`src/hdl/pps_params.svh`:
```
/*
 * Constants for the port sequencer: strap codes, class limits and timing counts.
 * Assumes a 100 MHz system clock; included by the sequencer.
 */
// Function
// - Budget codes 011b to 111b power Class 4 and above over four pairs; with midspan_select_n low, code 011b caps the class at 3.
// - Class 3 and lower single-signature devices get only two pairs; dual-signature sets are powered one by one.
// - Code 010b powers up to two Class 4 ports, 36.2 W cutoff each.
// - Codes 010b and 001b make each pair set an independent port.
// - Two-pair operation never runs a connection check.
// - Leaving reset, boot, sample straps and latch the maximum class.
// - Undervoltage and over-temperature clear by themselves and resample the straps.
// - After boot test pass switches; a fault shows error and halts sequencing.
// - Four-pair: detect one set, then connection check decides single or dual.
// - Four-pair: then detect the other set; both valid before classifying.
// - Each classification opens with a class probe learning the requested power.
// - A class reset follows the probe before final classification.
// - Final classification opens with a long first class pulse, two-pair too.
// - Complete the class event sequence with the granted class, then apply power.
// - Starting pair set alternates after each error restart and each failed two-pair detection; four-pair retries the same set.
// - Dual signature: classify and power one set fully, then the other.
// - Held in reset, the controller idles and leaves the analog side alone.
// - Power stays on unsupervised; analog reset within 300 us after release. A fault or disconnect while waiting for it still removes power.
// - After the analog reset, detection restarts with the sampled strap setup.
// - First detection starts typically 45 ms after reset ends.
// - Indicator steady when powered, slow blink searching, fast blink on error.
// - Disconnect or fault removes power and restarts detection.
`ifndef PPS_PARAMS_SVH
`define PPS_PARAMS_SVH
`define PPS_CLK_MHZ          100
`define PPS_CODE_OFF         3'h0
`define PPS_CODE_2P_C3       3'h1
`define PPS_CODE_2P_C4       3'h2
`define PPS_CODE_4P_MIN      3'h3
`define PPS_CLASS_2P_MAX     4'h3
`define PPS_CUT_2P_C4_MW     17'h8d68
`define PPS_CUT_2P_C3_MW     17'h47e0
`define PPS_AN_RESET_US      300
`define PPS_AN_RESET_CYC     ((`PPS_AN_RESET_US * `PPS_CLK_MHZ))
`define PPS_BOOT_MS          45
`define PPS_BOOT_CYC         ((`PPS_BOOT_MS * 1000 * `PPS_CLK_MHZ))
`define PPS_SLOW_BLINK_MS    500
`define PPS_SLOW_BLINK_CYC   ((`PPS_SLOW_BLINK_MS * 1000 * `PPS_CLK_MHZ))
`define PPS_FAST_BLINK_MS    100
`define PPS_FAST_BLINK_CYC   ((`PPS_FAST_BLINK_MS * 1000 * `PPS_CLK_MHZ))
`endif

```
`src/hdl/pps_pkg.sv`:
```
/*
 * Types for the port sequencer.
 * Assumes the constants header is available on the include path.
 */
package pps_pkg;
  typedef enum logic [2:0]
  {
    PPS_OP_DETECT,
    PPS_OP_CONN_CHECK,
    PPS_OP_CLASS_PROBE,
    PPS_OP_CLASS_RESET,
    PPS_OP_CLASS_LONG,
    PPS_OP_CLASS_FULL,
    PPS_OP_FET_TEST,
    PPS_OP_ANALOG_RESET
  } pps_op_t;
endpackage

```
`src/hdl/pps_sequencer.sv`:
```
/*
 * Autonomous sequencer for one power-sourcing port with two pair sets.
 * Assumes an analog front end that executes each requested operation and
 * answers with a done pulse and a result; all inputs are synchronous to clk.
 */
`timescale 1ns/100ps
`include "pps_params.svh"
module pps_sequencer #(
  parameter int unsigned BOOT_CYC     = `PPS_BOOT_CYC,
  parameter int unsigned AN_RST_CYC   = `PPS_AN_RESET_CYC,
  parameter int unsigned SLOW_CYC     = `PPS_SLOW_BLINK_CYC,
  parameter int unsigned FAST_CYC     = `PPS_FAST_BLINK_CYC
) (
  // Clock and reset.
  input  wire logic           clk,
  input  wire logic           reset,
  // Configuration straps and supply events.
  input  wire logic [2:0]     power_budget_straps,
  input  wire logic           midspan_select_n,
  input  wire logic           uvlo_active,
  input  wire logic           overtemp_active,
  // Analog front end request.
  output logic                op_start,
  output pps_pkg::pps_op_t    op_kind,
  output logic                op_set,
  output logic [3:0]          op_grant_class,
  input  wire logic           op_done,
  input  wire logic           op_ok,
  input  wire logic           op_dual,
  input  wire logic [3:0]     op_class,
  // Pair set power and monitoring.
  output logic [1:0]          power_enable,
  output logic                four_pair_mode,
  output logic [16:0]         power_cutoff_limit,
  output logic [3:0]          max_class,
  input  wire logic [1:0]     port_disconnect,
  input  wire logic [1:0]     port_fault,
  // Status indicator.
  output logic                status_led
);
  import pps_pkg::*;

  typedef enum logic [3:0]
  {
    PPS_BOOT, PPS_AN_RESET, PPS_FET, PPS_HALT, PPS_DET1, PPS_CONN, PPS_DET2,
    PPS_PROBE, PPS_CRESET, PPS_LONG, PPS_FULL, PPS_POWERED, PPS_ERROR, PPS_HOLD
  } pps_state_t;

  pps_state_t  state_q;
  logic [31:0] wait_q;
  logic        issued_q;
  logic [2:0]  code_q;
  logic        mid_q;
  logic        start_set_q;
  logic        cur_set_q;
  logic        dual_q;
  logic        second_q;
  logic [3:0]  req_class_q;
  logic [1:0]  pwr_q;
  logic        supply_bad_q;
  logic [31:0] blink_q;
  logic        blink_q_led;
  logic        four_pair;
  logic        supply_bad;
  logic        fault_any;
  logic [3:0]  grant;

  assign four_pair  = (code_q >= `PPS_CODE_4P_MIN);
  assign supply_bad = uvlo_active | overtemp_active;
  assign fault_any  = |((port_disconnect | port_fault) & pwr_q);
  assign grant      = (req_class_q < max_class) ? req_class_q : max_class;

  // Strap sampling at reset release and on auto-clear of supply events.
  always_ff @(posedge clk)
  begin
    if (reset)
      supply_bad_q <= 1'b0;
    else
      supply_bad_q <= supply_bad;
  end

  always_ff @(posedge clk)
  begin
    if (reset)
    begin
      code_q <= `PPS_CODE_OFF;
      mid_q  <= 1'b1;
    end
    else if (state_q == PPS_HOLD || state_q == PPS_BOOT || (supply_bad_q && !supply_bad))
    begin
      code_q <= power_budget_straps;
      mid_q  <= midspan_select_n;
    end
  end

  // Maximum grantable class and cutoff for two-pair codes.
  always_ff @(posedge clk)
  begin
    if (reset)
    begin
      max_class          <= 4'h0;
      power_cutoff_limit <= 17'h0;
    end
    else
    begin
      case (code_q)
        `PPS_CODE_2P_C4:
        begin
          max_class          <= 4'h4;
          power_cutoff_limit <= `PPS_CUT_2P_C4_MW;
        end
        `PPS_CODE_2P_C3:
        begin
          max_class          <= 4'h3;
          power_cutoff_limit <= `PPS_CUT_2P_C3_MW;
        end
        `PPS_CODE_OFF:
        begin
          max_class          <= mid_q ? 4'h8 : 4'h7;
          power_cutoff_limit <= 17'h0;
        end
        default:
        begin
          max_class          <= mid_q ? ({1'b0, code_q} + 4'h1) : {1'b0, code_q};
          power_cutoff_limit <= 17'h0;
        end
      endcase
    end
  end

  // Main sequence.
  always_ff @(posedge clk)
  begin
    if (reset)
    begin
      state_q     <= PPS_HOLD;
      wait_q      <= 32'h0;
      issued_q    <= 1'b0;
      start_set_q <= 1'b0;
      cur_set_q   <= 1'b0;
      dual_q      <= 1'b0;
      second_q    <= 1'b0;
      req_class_q <= 4'h0;
      op_start    <= 1'b0;
      op_kind     <= PPS_OP_FET_TEST;
      op_set      <= 1'b0;
      op_grant_class <= 4'h0;
    end
    else
    begin
      op_start <= 1'b0;
      if (fault_any && state_q != PPS_HOLD)
      begin
        pwr_q    <= 2'b00;
        issued_q <= 1'b0;
        state_q  <= PPS_ERROR;
        wait_q   <= 32'h0;
      end
      else if (supply_bad && state_q != PPS_HOLD)
      begin
        pwr_q    <= 2'b00;
        issued_q <= 1'b0;
        state_q  <= PPS_BOOT;
      end
      else if (state_q == PPS_HOLD || state_q == PPS_BOOT || state_q == PPS_ERROR)
      begin
        // The first cycle out of reset leaves power untouched until the analog reset.
        state_q <= (state_q == PPS_HOLD) ? PPS_AN_RESET : (state_q == PPS_ERROR ? PPS_DET1 : PPS_FET);
        wait_q  <= 32'h0;
        if (state_q == PPS_ERROR)
        begin
          start_set_q <= ~start_set_q;
          cur_set_q   <= ~start_set_q;
        end
      end
      else if (state_q == PPS_AN_RESET)
      begin
        wait_q <= wait_q + 32'h1;
        if (wait_q == AN_RST_CYC - 1 && !issued_q)
        begin
          op_start <= 1'b1;
          op_kind  <= PPS_OP_ANALOG_RESET;
          pwr_q    <= 2'b00;
          issued_q <= 1'b1;
        end
        if (wait_q == BOOT_CYC - 1)
        begin
          issued_q <= 1'b0;
          state_q  <= PPS_FET;
        end
      end
      else if (state_q == PPS_HALT || state_q == PPS_POWERED)
      begin
        issued_q <= 1'b0;
      end
      else if (!issued_q)
      begin
        op_start <= 1'b1;
        issued_q <= 1'b1;
        op_set   <= (state_q == PPS_CONN) ? start_set_q : cur_set_q;
        op_grant_class <= grant;
        case (state_q)
          PPS_FET:    op_kind <= PPS_OP_FET_TEST;
          PPS_DET1:   op_kind <= PPS_OP_DETECT;
          PPS_DET2:   op_kind <= PPS_OP_DETECT;
          PPS_CONN:   op_kind <= PPS_OP_CONN_CHECK;
          PPS_PROBE:  op_kind <= PPS_OP_CLASS_PROBE;
          PPS_CRESET: op_kind <= PPS_OP_CLASS_RESET;
          PPS_LONG:   op_kind <= PPS_OP_CLASS_LONG;
          default:    op_kind <= PPS_OP_CLASS_FULL;
        endcase
      end
      else if (op_done)
      begin
        issued_q <= 1'b0;
        case (state_q)
          PPS_FET:
            state_q <= op_ok ? PPS_DET1 : PPS_HALT;
          PPS_DET1:
            if (!op_ok)
            begin
              // Two-pair ports search independently, so the other set gets its turn.
              cur_set_q <= four_pair ? cur_set_q : ~cur_set_q;
              start_set_q <= four_pair ? start_set_q : ~cur_set_q;
            end
            else
              state_q <= four_pair ? PPS_CONN : PPS_PROBE;
          PPS_CONN:
          begin
            dual_q    <= op_dual;
            cur_set_q <= ~start_set_q;
            state_q   <= op_ok ? PPS_DET2 : PPS_DET1;
          end
          PPS_DET2:
          begin
            cur_set_q <= start_set_q;
            second_q  <= 1'b0;
            state_q   <= op_ok ? PPS_PROBE : PPS_DET1;
          end
          PPS_PROBE:
          begin
            req_class_q <= op_class;
            state_q     <= PPS_CRESET;
          end
          PPS_CRESET:
            state_q <= PPS_LONG;
          PPS_LONG:
            state_q <= PPS_FULL;
          default:
          begin
            if (!four_pair || dual_q || grant <= `PPS_CLASS_2P_MAX)
              pwr_q[cur_set_q] <= 1'b1;
            else
              pwr_q <= 2'b11;
            if (four_pair && dual_q && !second_q)
            begin
              second_q  <= 1'b1;
              cur_set_q <= ~cur_set_q;
              state_q   <= PPS_PROBE;
            end
            else if (!four_pair && !pwr_q[~cur_set_q])
            begin
              cur_set_q <= ~cur_set_q;
              state_q   <= PPS_DET1;
            end
            else
              state_q <= PPS_POWERED;
          end
        endcase
      end
    end
  end

  assign power_enable   = pwr_q;
  assign four_pair_mode = four_pair;

  // Indicator blink timing.
  always_ff @(posedge clk)
  begin
    if (reset)
    begin
      blink_q     <= 32'h0;
      blink_q_led <= 1'b0;
    end
    else if (blink_q >= ((state_q == PPS_HALT || state_q == PPS_ERROR) ? FAST_CYC : SLOW_CYC) / 2 - 1)
    begin
      blink_q     <= 32'h0;
      blink_q_led <= ~blink_q_led;
    end
    else
      blink_q <= blink_q + 32'h1;
  end

  always_ff @(posedge clk)
  begin
    if (reset)
      status_led <= 1'b0;
    else if (state_q == PPS_POWERED || (pwr_q != 2'b00 && state_q != PPS_HALT))
      status_led <= 1'b1;
    else
      status_led <= blink_q_led;
  end

endmodule // pps_sequencer

```
`config.mk`:
```
export PLATFORM = sky130hd
export DESIGN_NAME = pps_sequencer
export DESIGN_NICKNAME = d
export VERILOG_FILES = /design/src/hdl/pps_pkg.sv /design/src/hdl/pps_sequencer.sv
export VERILOG_INCLUDE_DIRS = /design/src /design/src/hdl
export SDC_FILE = /design/constraint.sdc
export NUM_CORES = 1
export LEC_CHECK = 0
export BUFFER_PORTS_ARGS = -buffer_cell sky130_fd_sc_hd__buf_2
export CAP_MARGIN = 10
export CORE_ASPECT_RATIO = 1.2
export CORE_UTILIZATION = 30
export DETAILED_ROUTE_END_ITERATION = 6
export PLACE_DENSITY = 0.45
export SYNTH_ARGS = -nofsm -noshare
export SYNTH_HDL_FRONTEND = slang
export SYNTH_SLANG_ARGS = --single-unit
```
`constraint.sdc`:
```
create_clock -name clk -period 7.08 [get_ports clk]
set_clock_uncertainty 0.05 [all_clocks]
set_input_delay 1.77 -clock clk [delete_from_list [all_inputs] [get_ports clk]]
set_output_delay 1.77 -clock clk [all_outputs]
set_load 0.005 [all_outputs]
```
Yosys cells after proc, flatten, opt, wreduce, memory -nomap -nowiden

Cells that the tools add are included.

$add $sub $neg: 4
Magnitude comparators: 7
Equal/unequal tests: 43
Mux-type cells: 74
Bitwise gates (word level): 15
Reductions and logical operators: 62

Operators by type and width:

| operator              | count |
|---|---|
| $add 32x1->32 const B | 2 |
| $mux 32               | 2 |
| $mux 4                | 13 |
| $mux 1                | 33 |
| $eq 32x15->1 const B  | 1 |
| $eq 32x23->1 const B  | 1 |
| $ge 32x32->1          | 1 |
| $pmux 16 s2           | 1 |
| $pmux 4 s7            | 1 |
| $mux 26               | 1 |
| $sub 25x1->26 const B | 1 |
| $mux 2                | 11 |
| $mux 3                | 7 |
| $eq 4x4->1 const B    | 5 |
| $pmux 3 s6            | 1 |
| $eq 4x3->1 const B    | 4 |
| $ne 4x4->1 const B    | 4 |
| $reduce_and 8->1      | 2 |
| $reduce_bool 4->1     | 4 |
| $reduce_and 5->1      | 3 |
| $ne 2x1->1 const B    | 6 |
| $ne 3x3->1 const B    | 4 |
| $pmux 4 s3            | 1 |
| $reduce_and 6->1      | 2 |
| other kinds (45)      | 94 |

Flip-flop bits (word level): 116
Input port bits: 19
Word-level logic and storage cells: 228

Longest topological paths before layout

Depth in word-level cells: 15
Gate-level depth with buffers: 14
Gate-level depth less buffers: 12

Worst setup path after synthesis

No wires, ideal clock.

Path kind: input port to flip-flop
From: input port port_fault[0]
To: register req_class_q[3]
Arrival: 3.168 ns
Data required time: 6.902 ns
Slack: 3.735 ns
Stages: 7
Path buffers: 1
Cell sequence: o21ai_0 a22oi_1 nor4_1 and4_1 clkbuf_2 mux2i_1 nor2_1

Word-level cells in the longest chain between the ends: 6

RTL lines:

| item                              | RTL line             | RTL |
|---|---|---|
| from (decl)                       | pps_sequencer.sv:37  | `input wire logic [1:0] port_fault,` |
| $or 2x2->2                        | pps_sequencer.sv:70  | `assign fault_any = \|((port_disconnect \| port_fault) & pwr_q);` |
| $and 2x2->2                       | pps_sequencer.sv:70  |  |
| $reduce_or 2->1                   | pps_sequencer.sv:70  |  |
| $logic_and 1x1->1                 | pps_sequencer.sv:152 | `if (fault_any && state_q != PPS_HOLD)` |
| $not 1->1 (no source line)        | n/a                  |  |
| $reduce_and 8->1 (no source line) | n/a                  |  |
| to (signal assigned)              | pps_sequencer.sv:242 | `req_class_q <= op_class;` |
| to (decl)                         | pps_sequencer.sv:58  | `logic [3:0] req_class_q;` |

No other way between the ends.
A chain may end at the register's enable or synchronous reset.

Worst setup path in the final report

From: register code_q[2]
To: output port four_pair_mode

Word-level cells in the longest chain between the ends: 1

RTL lines:

| item                        | RTL line            | RTL |
|---|---|---|
| from (decl)                 | pps_sequencer.sv:52 | `logic [2:0] code_q;` |
| from (signal assigned)      | pps_sequencer.sv:86 | `` code_q <= `PPS_CODE_OFF; `` |
| from (signal assigned)      | pps_sequencer.sv:91 | `code_q <= power_budget_straps;` |
| $ge 3x2->1 (no source line) | n/a                 |  |
| to (decl)                   | pps_sequencer.sv:33 | `output logic four_pair_mode,` |

No other way between the ends.

==> impl_metrics.tcl <==
set metrics [dict create \
    power.density_mw_per_mm2 330 \
    critPathCaptureType "output port" \
    vias 4829 \
    ctsHoldBuffers 0 \
    htreeDepth 3 \
    port_buffers 45 \
    grt_max_degree 37 \
    coreArea_mm2 0.0182 \
    synthCells 665 \
    power_frac_seq_pct 35.2 \
    synth-simple-area-share_pct 27.9 \
    drc 0 \
    cts.sinks 102 \
    cts_resized 0 \
    hold_ws_ns 0.411 \
    diodes 0 \
    grt.total_usage_pct 15.6 \
    path_cells "inv_1 -> ha_1 -> a211oi_4 -> clkinv_1 -> buf_2" \
    yosys_warnings 0 \
    worstMarginPinSlew_ns 1.01 \
    ant_nets 0 \
    dieArea_mm2 0.0192 \
    place_congestion 0.896 \
    p_clk_share_pct 26.1 \
    path_clk_slew_ns 0.07 \
    synth_mux_area_share_pct 4.00 \
    avgSynthCellArea_um2 8.41 \
    synthXorXnorAreaFrac_pct 7.67 \
    overflow 0 \
    antenna_found_initial 0 \
    ys_seq_area_share_pct 36.9 \
    cts_tree "built" \
    cp.required_ns 5.26 \
    synth_top_family_by_area "simple AND/OR/NAND/NOR gates" \
    maxSlewHeadroom_pct 32.4 \
    maxCapViolCount 0 \
    hold_violations 0 \
    drt_iter0_drc 257 \
    clkLatencyLatePin_ns 0.36 \
    die_w_um 127 \
    arrival_ns 2.31 \
    synth-edff-count 2 \
    synth_compound_area_share_pct 13.2 \
    switching_share_pct 40.3 \
    dr.pass1.iters 5 \
    max_stage_delay_ns 0.45 \
    dp_hpwl_mm 10.3 \
    die_y_um 152 \
    p_comb_share_pct 38.7 \
    path_max_fanout 8 \
    via_per_inst 5.20 \
    r2r_slack_ns 3.02 \
    path_class "reg -> out" \
    crit_path_start_kind "flop" \
    p_int_uw 1230 \
    ys_ff_latch 102 \
    cts_buffers 9 \
    fin_crit_ns 4.13 \
    clockRootBuffer "clkbuf_16" \
    slowest_stage "dfxtp_1" \
    switchingPower_uw 828 \
    syn_area_mm2 0.00559 \
    fin_tns_setup_ns 0 \
    max_freq_mhz 242 \
    drive_gt1_share_pct 13.2 \
    finish.net_count 737 \
    rsz0062_at_grt "false" \
    fin_crit_sh_pct 58.4 \
    rows 54 \
    hold_class "reg -> reg" \
    synthArstFlopShare_pct 0 \
    synth_fa_ha_area_share_pct 4.25 \
    clockBufferDepth 2 \
    avgRoutedWirePerCell_um 15.6 \
    grt_pass1_vias 4739 \
    ios 53 \
    synth.distinct_cells 74 \
    fillers 1966 \
    wirelength_mm 14.4 \
    synth_ff_type "dfxtp_1" \
    drv_slew 0 \
    initial_core_util_pct 30.7 \
    syn_to_final_growth_pct 11.4 \
    grt_pass1_wl_mm 23.6 \
    vdd_drop_max_mv 0.134 \
    cellLeakagePower_uw 0.00232 \
    status "completed" \
    setup_violations 0 \
    cts_setup_buffers 0 \
]
==> placed cells by master (no fill, tap or decap), drive strengths merged, types with 10 or more instances in the layout <==
master  count
nor4       15
nand4      19
xor2       35
conb       13
nor3       21
o21ai      30
dfxtp     100
xnor2      14
a21oi      37
clkbuf     10
mux2i      19
nor2b      10
ha         19
and3       11
nand2      55
nor2      100
inv        20
buf        51
nand3      29
==> power by group through the flow <==
stage / combinational, uW / sequential, uW / clock (uW)
detailed placement: 786 / 737 / 0
floorplan: 610 / 703 / 0
CTS: 790 / 724 / 555
finish: 795 / 724 / 536
global route: 871 / 734 / 575
global placement: 781 / 738 / 0
==> path summary, 6_finish.rpt <==
path,start,end,depth (start not counted)
hold reg to reg,blink_q[0],blink_q[0],1
setup reg to reg,state_q[2],blink_q[13],13
hold / removal,blink_q[0],blink_q[0],1
setup / recovery,code_q[2],four_pair_mode,5
==> per-stage QoR <==
step           instance area (um^2)  util [%]  setup WS [ns]  power, uW  instances
2_1_floorplan                  5640         -           3.73       1310        677
3_3_place_gp                   5920      32.4           3.02       1520        912
3_5_place_dp                   5920      32.4           2.98       1520        912
4_1_cts                        6230      34.2           2.93       2070        928
5_1_grt                        6230      34.2           2.63       2180        928
6_report                       6230      34.2           2.95       2050        928
==> worst max-delay path, delay by kind of cell (launching register included) <==
kind            cells  cell delay, ns
buf+inv             3            0.81
flops               1            0.45
fa+ha+maj           1            0.26
compound gates      1            0.44
==> cell usage after synthesis (all sizes together) (16+ instances only) <==
master / instances / area (um^2)
nand2: 55 / 206
nand4: 19 / 134
nor3: 21 / 110
inv: 16 / 60.1
o21ai: 30 / 150
clkbuf: 19 / 113
xor2: 35 / 307
nor2: 100 / 380
nand3: 29 / 145
dfxtp: 100 / 2000
buf: 21 / 163
mux2i: 19 / 190
ha: 19 / 238
a21oi: 37 / 189
==> cell families after synthesis <==
kind of cell,count (synthesis)
other,1
multiplexers,22
flip-flops,102
AND/OR/NAND/NOR,301
buffers and inverters,57
adder cells (fa/ha/maj),19
XOR/XNOR,49
AO/OA/AOI/OAI,114
==> final cells by class <==
cell class                 count  area [um^2]  share of cell area, %
multi-input combinational    518         3240                   52.0
sequential                   102         2060                   33.1
tap                          224          280                   4.50
timing repair buffer          51          270                   4.34
clock buffer                  10          239                   3.83
clock inverter                 6         76.3                   1.22
inverter                      17         63.8                   1.02
==> registers in the layout, indices dropped and copies added, names as in the netlist, 2 cells and up <==
register and count:
code_q 3, max_class 4, power_cutoff_limit 3, blink_q 32
state_q 4, power_enable 2, req_class_q 4, wait_q 32
op_grant_class 4, op_kind 3
==> layer usage <==
layer / share of wire [%] / track usage [%]
met4: 1.7 / 6.73
met5: 0 / 0
met2: 48 / 26.3
met3: 4.0 / 2.81
met1: 47 / 19.6
(Power assumes the default switching activity.)
